$ cat config.mk
export PLATFORM = sky130hd
export DESIGN_NAME = pci_pin_change_irq
export DESIGN_NICKNAME = d
export VERILOG_FILES = /design/src/pci_pkg.sv /design/src/pci_pin_change_irq.sv
export SDC_FILE = /design/constraint.sdc
export NUM_CORES = 1
export LEC_CHECK = 0
export ABC_AREA = 1
export BUFFER_PORTS_ARGS = -buffer_cell sky130_fd_sc_hd__buf_2
export CORE_MARGIN = 2
export CORE_UTILIZATION = 50
export CTS_CLUSTER_SIZE = 10
export DETAILED_ROUTE_END_ITERATION = 6
export GPL_ROUTABILITY_DRIVEN = 0
export PLACE_DENSITY = 0.76
export REMOVE_ABC_BUFFERS = 1
export SLEW_MARGIN = 20
export SYNTH_ARGS = -nofsm -noshare
export SYNTH_HDL_FRONTEND = slang
export SYNTH_SLANG_ARGS = --single-unit
export TNS_END_PERCENT = 50
$ cat constraint.sdc
create_clock -name pclk -period 1.9 [get_ports pclk]
set_clock_uncertainty 0.15 [all_clocks]
set_input_delay 0.19 -clock pclk [delete_from_list [all_inputs] [get_ports pclk]]
set_output_delay 0.19 -clock pclk [all_outputs]
set_load 0.02 [all_outputs]
$ cat src/pci_pkg.sv
// Package for the pin change interrupt block: register map, field layout, reset values.
// Assumes an APB slave with 32-bit data; each register takes one aligned word.
package pci_pkg;
    localparam int PCI_NPINS = 6;
    localparam int PCI_AW = 8;
    localparam logic [7:0] PCI_OFF_RISE = 8'h00;
    localparam logic [7:0] PCI_OFF_FALL = 8'h04;
    localparam logic [7:0] PCI_OFF_FLAG = 8'h08;
    localparam logic [7:0] PCI_OFF_CTRL = 8'h0C;
    localparam logic [7:0] PCI_OFF_STAT = 8'h10;
    localparam logic [7:0] PCI_OFF_IEN = 8'h14;
    localparam logic [7:0] PCI_OFF_ICLR = 8'h18;
    localparam int PCI_CTRL_MEN_BIT = 0;
    localparam int PCI_STAT_SUM_BIT = 0;
    localparam logic [5:0] PCI_RST_EN = 6'h00;
    localparam logic [5:0] PCI_RST_FLAG = 6'h00;
    localparam logic [1:0] PCI_RST_EVT = 2'h0;
    localparam int PCI_EVT_EDGE = 0;
    localparam int PCI_EVT_WAKE = 1;

    typedef struct packed {
        logic [PCI_AW-1:0] paddr;
        logic psel;
        logic penable;
        logic pwrite;
        logic [31:0] pwdata;
    } pci_apb_req_s;

    typedef struct packed {
        logic [31:0] prdata;
        logic pready;
        logic pslverr;
    } pci_apb_rsp_s;
endpackage

$ cat src/pci_pin_change_irq.sv
// Pin change interrupt logic for one six-pin port with APB register access.
// Assumes pins are asynchronous to pclk; one clock domain; APB master per AMBA.
//
// Contract
// - Each pin has rising and falling detectors
// - Each direction gated by its enable bit
// - Both enables set detects both directions
// - Enabled edge sets flag, irq if master
// - Master clear: flags still set, no irq
// - Summary flag is OR of all flags
// - Writing zero clears a flag bit
// - Edge during flag write keeps flag set
// - Change event wakes sleep only if enabled
// - Rising enables bits 5:0, upper read zero
// - Cleared rising enable sets no flag
// - Falling enables bits 5:0, upper read zero
// - Flags set by enabled rising/falling edges
//
// Chosen here: the register addresses and the APB register port.
`timescale 1ns/1ps
module pci_pin_change_irq
    import pci_pkg::*;
#(
    parameter int NPINS = PCI_NPINS
)(
    // Clock and reset
    input wire logic pclk,
    input wire logic presetn,
    // APB slave
    input wire pci_apb_req_s apb_req,
    output pci_apb_rsp_s apb_rsp,
    // Port pins and system
    input wire logic [NPINS-1:0] porta_pin,
    input wire logic sleep_active,
    output logic change_irq,
    output logic wake_req,
    output logic change_irq_summary_flag
);
    // Reset values and register fields are only six bits wide
    if (NPINS < 1 || NPINS > PCI_NPINS)
    begin : g_npins_check
        $error("NPINS must be 1 to 6");
    end

    function automatic logic [31:0] pci_zext(input logic [NPINS-1:0] v);
        logic [31:0] r;
        r = 32'h0;
        r[NPINS-1:0] = v;
        return r;
    endfunction

    // Three-stage sync: first stage only feeds the second
    logic [NPINS-1:0] sync1, sync2, sync3;
    logic [NPINS-1:0] next_sync1, next_sync2, next_sync3;
    logic [NPINS-1:0] rise_pulse, fall_pulse;
    logic [NPINS-1:0] porta_rising_edge_enable, porta_falling_edge_enable, porta_change_flags;
    logic [NPINS-1:0] next_rise_en, next_fall_en, next_flags;
    logic change_irq_master_enable, next_master_en;
    logic [1:0] evt_stat, evt_ien, next_evt_stat, next_evt_ien;
    logic next_irq, next_wake, next_sum;
    pci_apb_rsp_s next_rsp;
    logic wr_acc, rd_acc;
    logic [NPINS-1:0] det;
    logic [1:0] evt_set;
    logic [NPINS-1:0] level, next_level;

    always_comb
    begin
        next_sync1 = porta_pin;
        next_sync2 = sync1;
        next_sync3 = sync2;
        // A change counts once stages two and three disagree with the held level
        rise_pulse = sync2 & sync3 & ~level;
        fall_pulse = ~sync2 & ~sync3 & level;
    end

    always_comb
    begin
        next_level = level;
        for (int i = 0; i < NPINS; i++)
        begin
            if (sync2[i] == sync3[i])
                next_level[i] = sync3[i];
        end
    end

    always_ff @(posedge pclk or negedge presetn)
    begin
        if (!presetn)
        begin
            sync1 <= '0;
            sync2 <= '0;
            sync3 <= '0;
            level <= '0;
        end
        else
        begin
            sync1 <= next_sync1;
            sync2 <= next_sync2;
            sync3 <= next_sync3;
            level <= next_level;
        end
    end

    // Enabled detection per direction; both enables give both edges
    assign det = (rise_pulse & porta_rising_edge_enable)
               | (fall_pulse & porta_falling_edge_enable);

    assign wr_acc = apb_req.psel && apb_req.penable && apb_req.pwrite;
    assign rd_acc = apb_req.psel && !apb_req.penable && !apb_req.pwrite;

    // Register and flag next state
    always_comb
    begin
        next_rise_en = porta_rising_edge_enable;
        next_fall_en = porta_falling_edge_enable;
        next_flags = porta_change_flags;
        next_master_en = change_irq_master_enable;
        next_evt_ien = evt_ien;
        next_evt_stat = evt_stat;
        if (wr_acc)
        begin
            case (apb_req.paddr)
                PCI_OFF_RISE: next_rise_en = apb_req.pwdata[NPINS-1:0];
                PCI_OFF_FALL: next_fall_en = apb_req.pwdata[NPINS-1:0];
                PCI_OFF_FLAG: next_flags = apb_req.pwdata[NPINS-1:0] & porta_change_flags;
                PCI_OFF_CTRL: next_master_en = apb_req.pwdata[PCI_CTRL_MEN_BIT];
                PCI_OFF_IEN: next_evt_ien = apb_req.pwdata[1:0];
                PCI_OFF_ICLR: next_evt_stat = evt_stat & ~apb_req.pwdata[1:0];
                default: ;
            endcase
        end
        // Hardware set wins over any write in the same cycle
        next_flags = next_flags | det;
        evt_set[PCI_EVT_EDGE] = |det;
        evt_set[PCI_EVT_WAKE] = |det && change_irq_master_enable && sleep_active;
        next_evt_stat = next_evt_stat | evt_set;
        next_sum = |next_flags;
        // Master enable gates every request, events included; flags keep collecting
        next_irq = next_master_en && (next_sum || |(next_evt_stat & next_evt_ien));
        next_wake = next_sum && next_master_en && sleep_active;
    end

    // Read data is registered in setup so the access phase answers at once
    always_comb
    begin
        next_rsp = '0;
        next_rsp.pready = 1'b1;
        if (apb_req.psel && !apb_req.penable)
        begin
            next_rsp.prdata = apb_rsp.prdata;
            if (rd_acc)
            begin
                case (apb_req.paddr)
                    PCI_OFF_RISE: next_rsp.prdata = pci_zext(porta_rising_edge_enable);
                    PCI_OFF_FALL: next_rsp.prdata = pci_zext(porta_falling_edge_enable);
                    PCI_OFF_FLAG: next_rsp.prdata = pci_zext(porta_change_flags);
                    PCI_OFF_CTRL: next_rsp.prdata = {31'h0, change_irq_master_enable};
                    PCI_OFF_STAT: next_rsp.prdata = {31'h0, change_irq_summary_flag};
                    PCI_OFF_IEN: next_rsp.prdata = {30'h0, evt_ien};
                    PCI_OFF_ICLR: next_rsp.prdata = {30'h0, evt_stat};
                    default: next_rsp.prdata = 32'h0;
                endcase
            end
            next_rsp.pslverr = !(apb_req.paddr inside {PCI_OFF_RISE, PCI_OFF_FALL,
                PCI_OFF_FLAG, PCI_OFF_CTRL, PCI_OFF_STAT, PCI_OFF_IEN, PCI_OFF_ICLR});
        end
        else
        begin
            next_rsp.prdata = apb_rsp.prdata;
            next_rsp.pslverr = apb_rsp.pslverr;
        end
    end

    always_ff @(posedge pclk or negedge presetn)
    begin
        if (!presetn)
        begin
            porta_rising_edge_enable <= PCI_RST_EN[NPINS-1:0];
            porta_falling_edge_enable <= PCI_RST_EN[NPINS-1:0];
            porta_change_flags <= PCI_RST_FLAG[NPINS-1:0];
            change_irq_master_enable <= 1'b0;
            evt_stat <= PCI_RST_EVT;
            evt_ien <= PCI_RST_EVT;
            change_irq <= 1'b0;
            wake_req <= 1'b0;
            change_irq_summary_flag <= 1'b0;
            apb_rsp <= '{prdata: 32'h0, pready: 1'b1, pslverr: 1'b0};
        end
        else
        begin
            porta_rising_edge_enable <= next_rise_en;
            porta_falling_edge_enable <= next_fall_en;
            porta_change_flags <= next_flags;
            change_irq_master_enable <= next_master_en;
            evt_stat <= next_evt_stat;
            evt_ien <= next_evt_ien;
            change_irq <= next_irq;
            wake_req <= next_wake;
            change_irq_summary_flag <= next_sum;
            apb_rsp <= next_rsp;
        end
    end

    // Pins that moved in a direction they may not report, or with both directions on
    logic [NPINS-1:0] rise_blocked, fall_blocked, both_hit;
    assign rise_blocked = rise_pulse & ~porta_rising_edge_enable & ~porta_change_flags;
    assign fall_blocked = fall_pulse & ~porta_falling_edge_enable & ~porta_change_flags;
    assign both_hit = (rise_pulse | fall_pulse)
                    & porta_rising_edge_enable & porta_falling_edge_enable;
endmodule // pci_pin_change_irq

# After elaboration in Yosys (flattened, before gate mapping)
# Cells that the tools add are included.
dict set report totals {
  regBits 83
  output_inout_bits 37
}
dict set report op_classes {
  bitwise_logic 16
  n_eq_ne 12
  reduce_logical 21
  muxes 9
}
# op n
set ops {}
lappend ops {{$and A6 B6 Y6} 7}
lappend ops {{$pmux W6 S7} 1}
lappend ops {{$eq A8 B5 Y1 const B} 3}
lappend ops {{$not A6 Y6} 3}
lappend ops {{$eq A8 B4 Y1 const B} 2}
lappend ops {{$mux W6} 2}
lappend ops {{$or A6 B6 Y6} 2}
lappend ops {{$reduce_or A6 Y1} 2}
lappend ops {{$logic_and A1 B1 Y1} 9}
lappend ops {{$eq A8 B3 Y1 const B} 1}
lappend ops {{$logic_not A8 Y1} 1}
lappend ops {{$mux W2} 4}
lappend ops {{$reduce_bool A7 Y1} 1}
lappend ops {{$eq A1 B1 Y1} 6}
lappend ops {{$reduce_and A2 Y1} 3}
lappend ops {{$and A2 B2 Y2} 2}
lappend ops {{$logic_not A1 Y1} 3}
lappend ops {{$mux W1} 2}
lappend ops {{$not A2 Y2} 1}
lappend ops {{$or A2 B2 Y2} 1}
lappend ops {{$reduce_or A2 Y1} 1}
lappend ops {{$logic_or A1 B1 Y1} 1}

# Depth between registers and ports, before layout
dict set report depth {
  ltp_word 13
  ltp_mapped 12
  ltp_nobuf 12
}

# Worst setup path after synthesis
# Ideal clock, no wire load.
dict set report synth_path {
  path_type {register to register}
  from {register sync3[3]}
  to {register change_irq}
  slack_ns 0.443
  setup_time_ns 0.122
  t_arrival_ns 1.185
  required_time_ns 1.628
  stages_incl_launch_ff 13
  cell_sequence {dfrtp_1 > inv_1 > ha_1 > nand3_1 > nand2_1 > nor2_1 > nand3_1 > nand2_1 > nand2_1 > nand2_1 > nand2_1 > nor2_1 > nor2_1}
}
dict set report synth_via {
  elab_chain_cells 13
  elab_cells_between_ends 18
  classes_between {bitwise: 11; reduce/logical: 7}
}
# element line_no
set synth_rtl {}
lappend synth_rtl {{start: declaration} pci_pin_change_irq.sv:53} ;# logic [NPINS-1:0] sync1, sync2, sync3;
lappend synth_rtl {{start signal: assignment} pci_pin_change_irq.sv:100} ;# sync3 <= next_sync3;
lappend synth_rtl {{$not A6 Y6} pci_pin_change_irq.sv:74} ;# fall_pulse = ~sync2 & ~sync3 & level;
lappend synth_rtl {{$and A6 B6 Y6 (2 in series)} pci_pin_change_irq.sv:74}
lappend synth_rtl {{$and A6 B6 Y6} pci_pin_change_irq.sv:107} ;# | (fall_pulse & porta_falling_edge_enable);
lappend synth_rtl {{$or A6 B6 Y6 (*)} pci_pin_change_irq.sv:107}
lappend synth_rtl {{$reduce_or A6 Y1 (*)} pci_pin_change_irq.sv:136} ;# evt_set[PCI_EVT_WAKE] = |det && change_irq_master_enable && sleep_active;
lappend synth_rtl {{$logic_and A1 B1 Y1 (*) (2 in series)} pci_pin_change_irq.sv:136}
lappend synth_rtl {{$or A2 B2 Y2 (*)} pci_pin_change_irq.sv:137} ;# next_evt_stat = next_evt_stat | evt_set;
lappend synth_rtl {{named net next_evt_stat[1]} pci_pin_change_irq.sv:59} ;# logic [1:0] evt_stat, evt_ien, next_evt_stat, next_evt_ien;
lappend synth_rtl {{$and A2 B2 Y2 (*)} pci_pin_change_irq.sv:140} ;# next_irq = next_master_en && (next_sum || |(next_evt_stat & next_evt_ien));
lappend synth_rtl {{$reduce_or A2 Y1 (*)} pci_pin_change_irq.sv:140}
lappend synth_rtl {{$logic_or A1 B1 Y1 (*)} pci_pin_change_irq.sv:140}
lappend synth_rtl {{$logic_and A1 B1 Y1 (*)} pci_pin_change_irq.sv:140}
lappend synth_rtl {{named net next_irq} pci_pin_change_irq.sv:60} ;# logic next_irq, next_wake, next_sum;
lappend synth_rtl {{end signal: assignment} pci_pin_change_irq.sv:198} ;# change_irq <= next_irq;
lappend synth_rtl {{end: declaration} pci_pin_change_irq.sv:35} ;# output logic change_irq,
# The timed path passes the listed nets; every way through them passes the cells marked *.
# A chain may end at the register's enable or synchronous reset.

# Worst setup path after layout
dict set report layout_path {
  from {register sync3[2]}
  to {register change_irq}
}
# The elaborated chain is that of the path after synthesis.

==> impl_metrics.ini <==
[route]
drc = 0
wl_per_cell_um = 12.0
dr.first_iter.drc_count = 156
vias = 2237
drtPass1Iterations = 4
avgViaCountPerCell = 4.75
drt_wl_total_mm = 5.67
antenna_left = 0

[final_layout]
finalNonFillerCells = 471
final_area_mm2 = 0.00345
area_delta_synth_final_pct = 19.3
antenna_cells = 0
final_nets = 459
fillers = 477
drive_gt1_frac = 0.206

[die]
die_area_mm2 = 0.00641
start_util = 0.522
die_w_um = 80.0
num_rows = 27
die_h_um = 80.0
coreArea_mm2 = 0.00554
ios = 89

[timing]
rsz0062_at_grt = false
post-route-period-util = 0.891
period_minus_slack_ns = 1.69
fmax_ghz = 0.591
hold_viol = 0
slew_viol_final = 0
setup_viol = 0
setup-tns-final_ns = 0

[clock_network]
h-tree-depth = 3
clk_latency_ns = 0.33
cts-root-buf = clkbuf_8
ctsResizeCount = 0
cts-buffers-inserted = 9
cts.reportedPaths.clkPinSlew_ns = 0.06
hold_buffers = 11
post_cts_buffers = 0
cts.sinks = 57
cts_tree = done
clock_tree.buffer_depth = 2

[logic_synthesis]
synth_xor_area_frac = 0
synth_top_area_frac = 0.493
synthSimpleGateAreaFrac = 0.259
yosysTopAreaCell = dfrtp_1
ys_dominant_reg_cell = dfrtp_1
synth_top_family_by_area = simple AND/OR/NAND/NOR gates
synthTopCellsByCount = nand2_1, dfrtp_1, inv_1
ys_types = 28
synth.cell_area_mm2 = 0.00289
synth_compound_area_frac = 0.0511
synthMuxAreaShare = 0
syn-instance-count = 334
synth.ff_latch_count = 57
avgSynthCellArea_um2 = 8.66
synth.most_common_cell = nand2_1
yosysWarnings = 0
postSynth.asyncResetShare = 1.00
synthAdderAreaFrac = 0.0519
netlist_top_cells_area = dfrtp_1, nand2_1, buf_4, nand3_1, inv_1
ys_seq_area_frac = 0.493
synth_edf_count = 0

[power]
finalPower_w = 0.00286
power-per-cell-area_mw_per_mm2 = 828
vdd_ir_drop_max_mv = 0.552
p_leak_nw = 1.86

[place]
dp_cells = 445
numPortBuffers = 35
dpl_cell_area_mm2 = 0.00311
dp_hpwl_mm = 4.01

[global_route]
grt_pass1_vias = 2106
grt_overflow = 0
antenna_found_initial = 0
grt_pass1_wl_mm = 9.38
grt_use_total = 0.196
grt_start_max_net_pins = 58

[setup_path]
cp_max_fo = 2
cp_common_cell = nand2_1
cp_top_family = simple AND/OR/NAND/NOR gates
critical_path_class = flop to flop
start_kind = flop
setup.worst_path.end_class = flop
cp_slowest_cell = dfrtp_1
arrival_ns = 1.76
path_cells = inv_1 -> ha_1 -> nand3_1 -> nand2_1 -> nor2_1 -> nand3_1 -> nand2_1 -> nand2_1 -> nand2_1 -> nand2_1 -> nor2_1 -> nor2_1
required_ns = 1.97
worst_path_largest_cell_delay_ns = 0.36
critical_path_buf_inv_count = 1

[run_status]
outcome = finished, final reports clean

[flow_run]
cap_violations = 0

[worst_hold_path]
holdCritPathClass = input port to flop
path summary, 6_finish.rpt:
| path | start | endpoint | slack, ns | cells past startpoint |
|---|---|---|---|---|
| max | sync3[2] | change_irq | 0.21 | 12 |
| min | apb_req[5] | porta_rising_edge_enable[5] | 0.01 | 3 |
| max reg2reg | sync3[2] | change_irq | 0.21 | 12 |
| min reg2reg | next_sync2[0] | next_sync3[0] | 0.20 | 0 |
| max in group asynchronous | presetn | porta_change_flags[1] | 1.10 | 3 |
| min in group asynchronous | presetn | sync3[5] | 0.23 | 3 |
cell type report:
type	count	area, um^2	share of cell area
inverter	49	184	0.0533
sequential	57	1430	0.413
multi-input combinational	222	1150	0.333
clock inverter	2	60.1	0.0174
clock buffer	13	169	0.0490
tap	72	90.1	0.0261
timing repair buffer	56	373	0.108
logic make-up after synthesis:
kind of cell	Yosys count
fa+ha+maj	12
buf+inv	80
other cells	2
flops	57
compound gates	28
simple gates	155
flip-flops by register name, summed over array words and instances, names as in the netlist:
name                       count
porta_falling_edge_enable      6
next_sync2                     6
change_irq_master_enable       1
sync3                          6
apb_rsp                        7
next_sync3                     6
change_irq_summary_flag        1
wake_req                       1
change_irq                     1
evt_ien                        2
level                          6
porta_change_flags             6
porta_rising_edge_enable       6
evt_stat                       2
routing by layer:
layer | GRT usage | part of all wire
met5 | 0 | 0
met2 | 0.308 | 0.50
met3 | 0.0577 | 0.067
met4 | 0.0847 | 0.0099
met1 | 0.250 | 0.42
layout by cell type (no fill, tap or decap), types with 11 or more instances in the layout:
master and count:
dlygate4sd3_1 11, nor2_1 15, conb_1 27, dfrtp_1 57, ha_1 12, inv_1 47, o21ai_1 11, buf_2 35
nand3_1 38, nand2_1 79, o21ai_0 13, clkbuf_8 12
stage by stage:
| stage | utilization | worst slack [ns] | hold slack, ns |
|---|---|---|---|
| CTS | 0.623 | 0.197 | 0.00121 |
| global placement | 0.561 | 0.193 | 0.0624 |
| floorplan | - | 0.436 | -0.256 |
| detailed placement | 0.561 | 0.139 | 0.0664 |
| global route | 0.623 | 0.122 | 0.0316 |
| finish | 0.623 | 0.208 | 0.0106 |
tightest hold or removal path, stage by stage:
cell     delay [ns]
buf_2          0.08
inv_1          0.06
o21ai_1        0.12
report_power, final:
part,internal (W),switching (W)
clock,0.000839,0.000450
sequential,0.00127,0.0000345
combinational,0.0000867,0.000175
total,0.00220,0.000660
(Power assumes the default switching activity.)
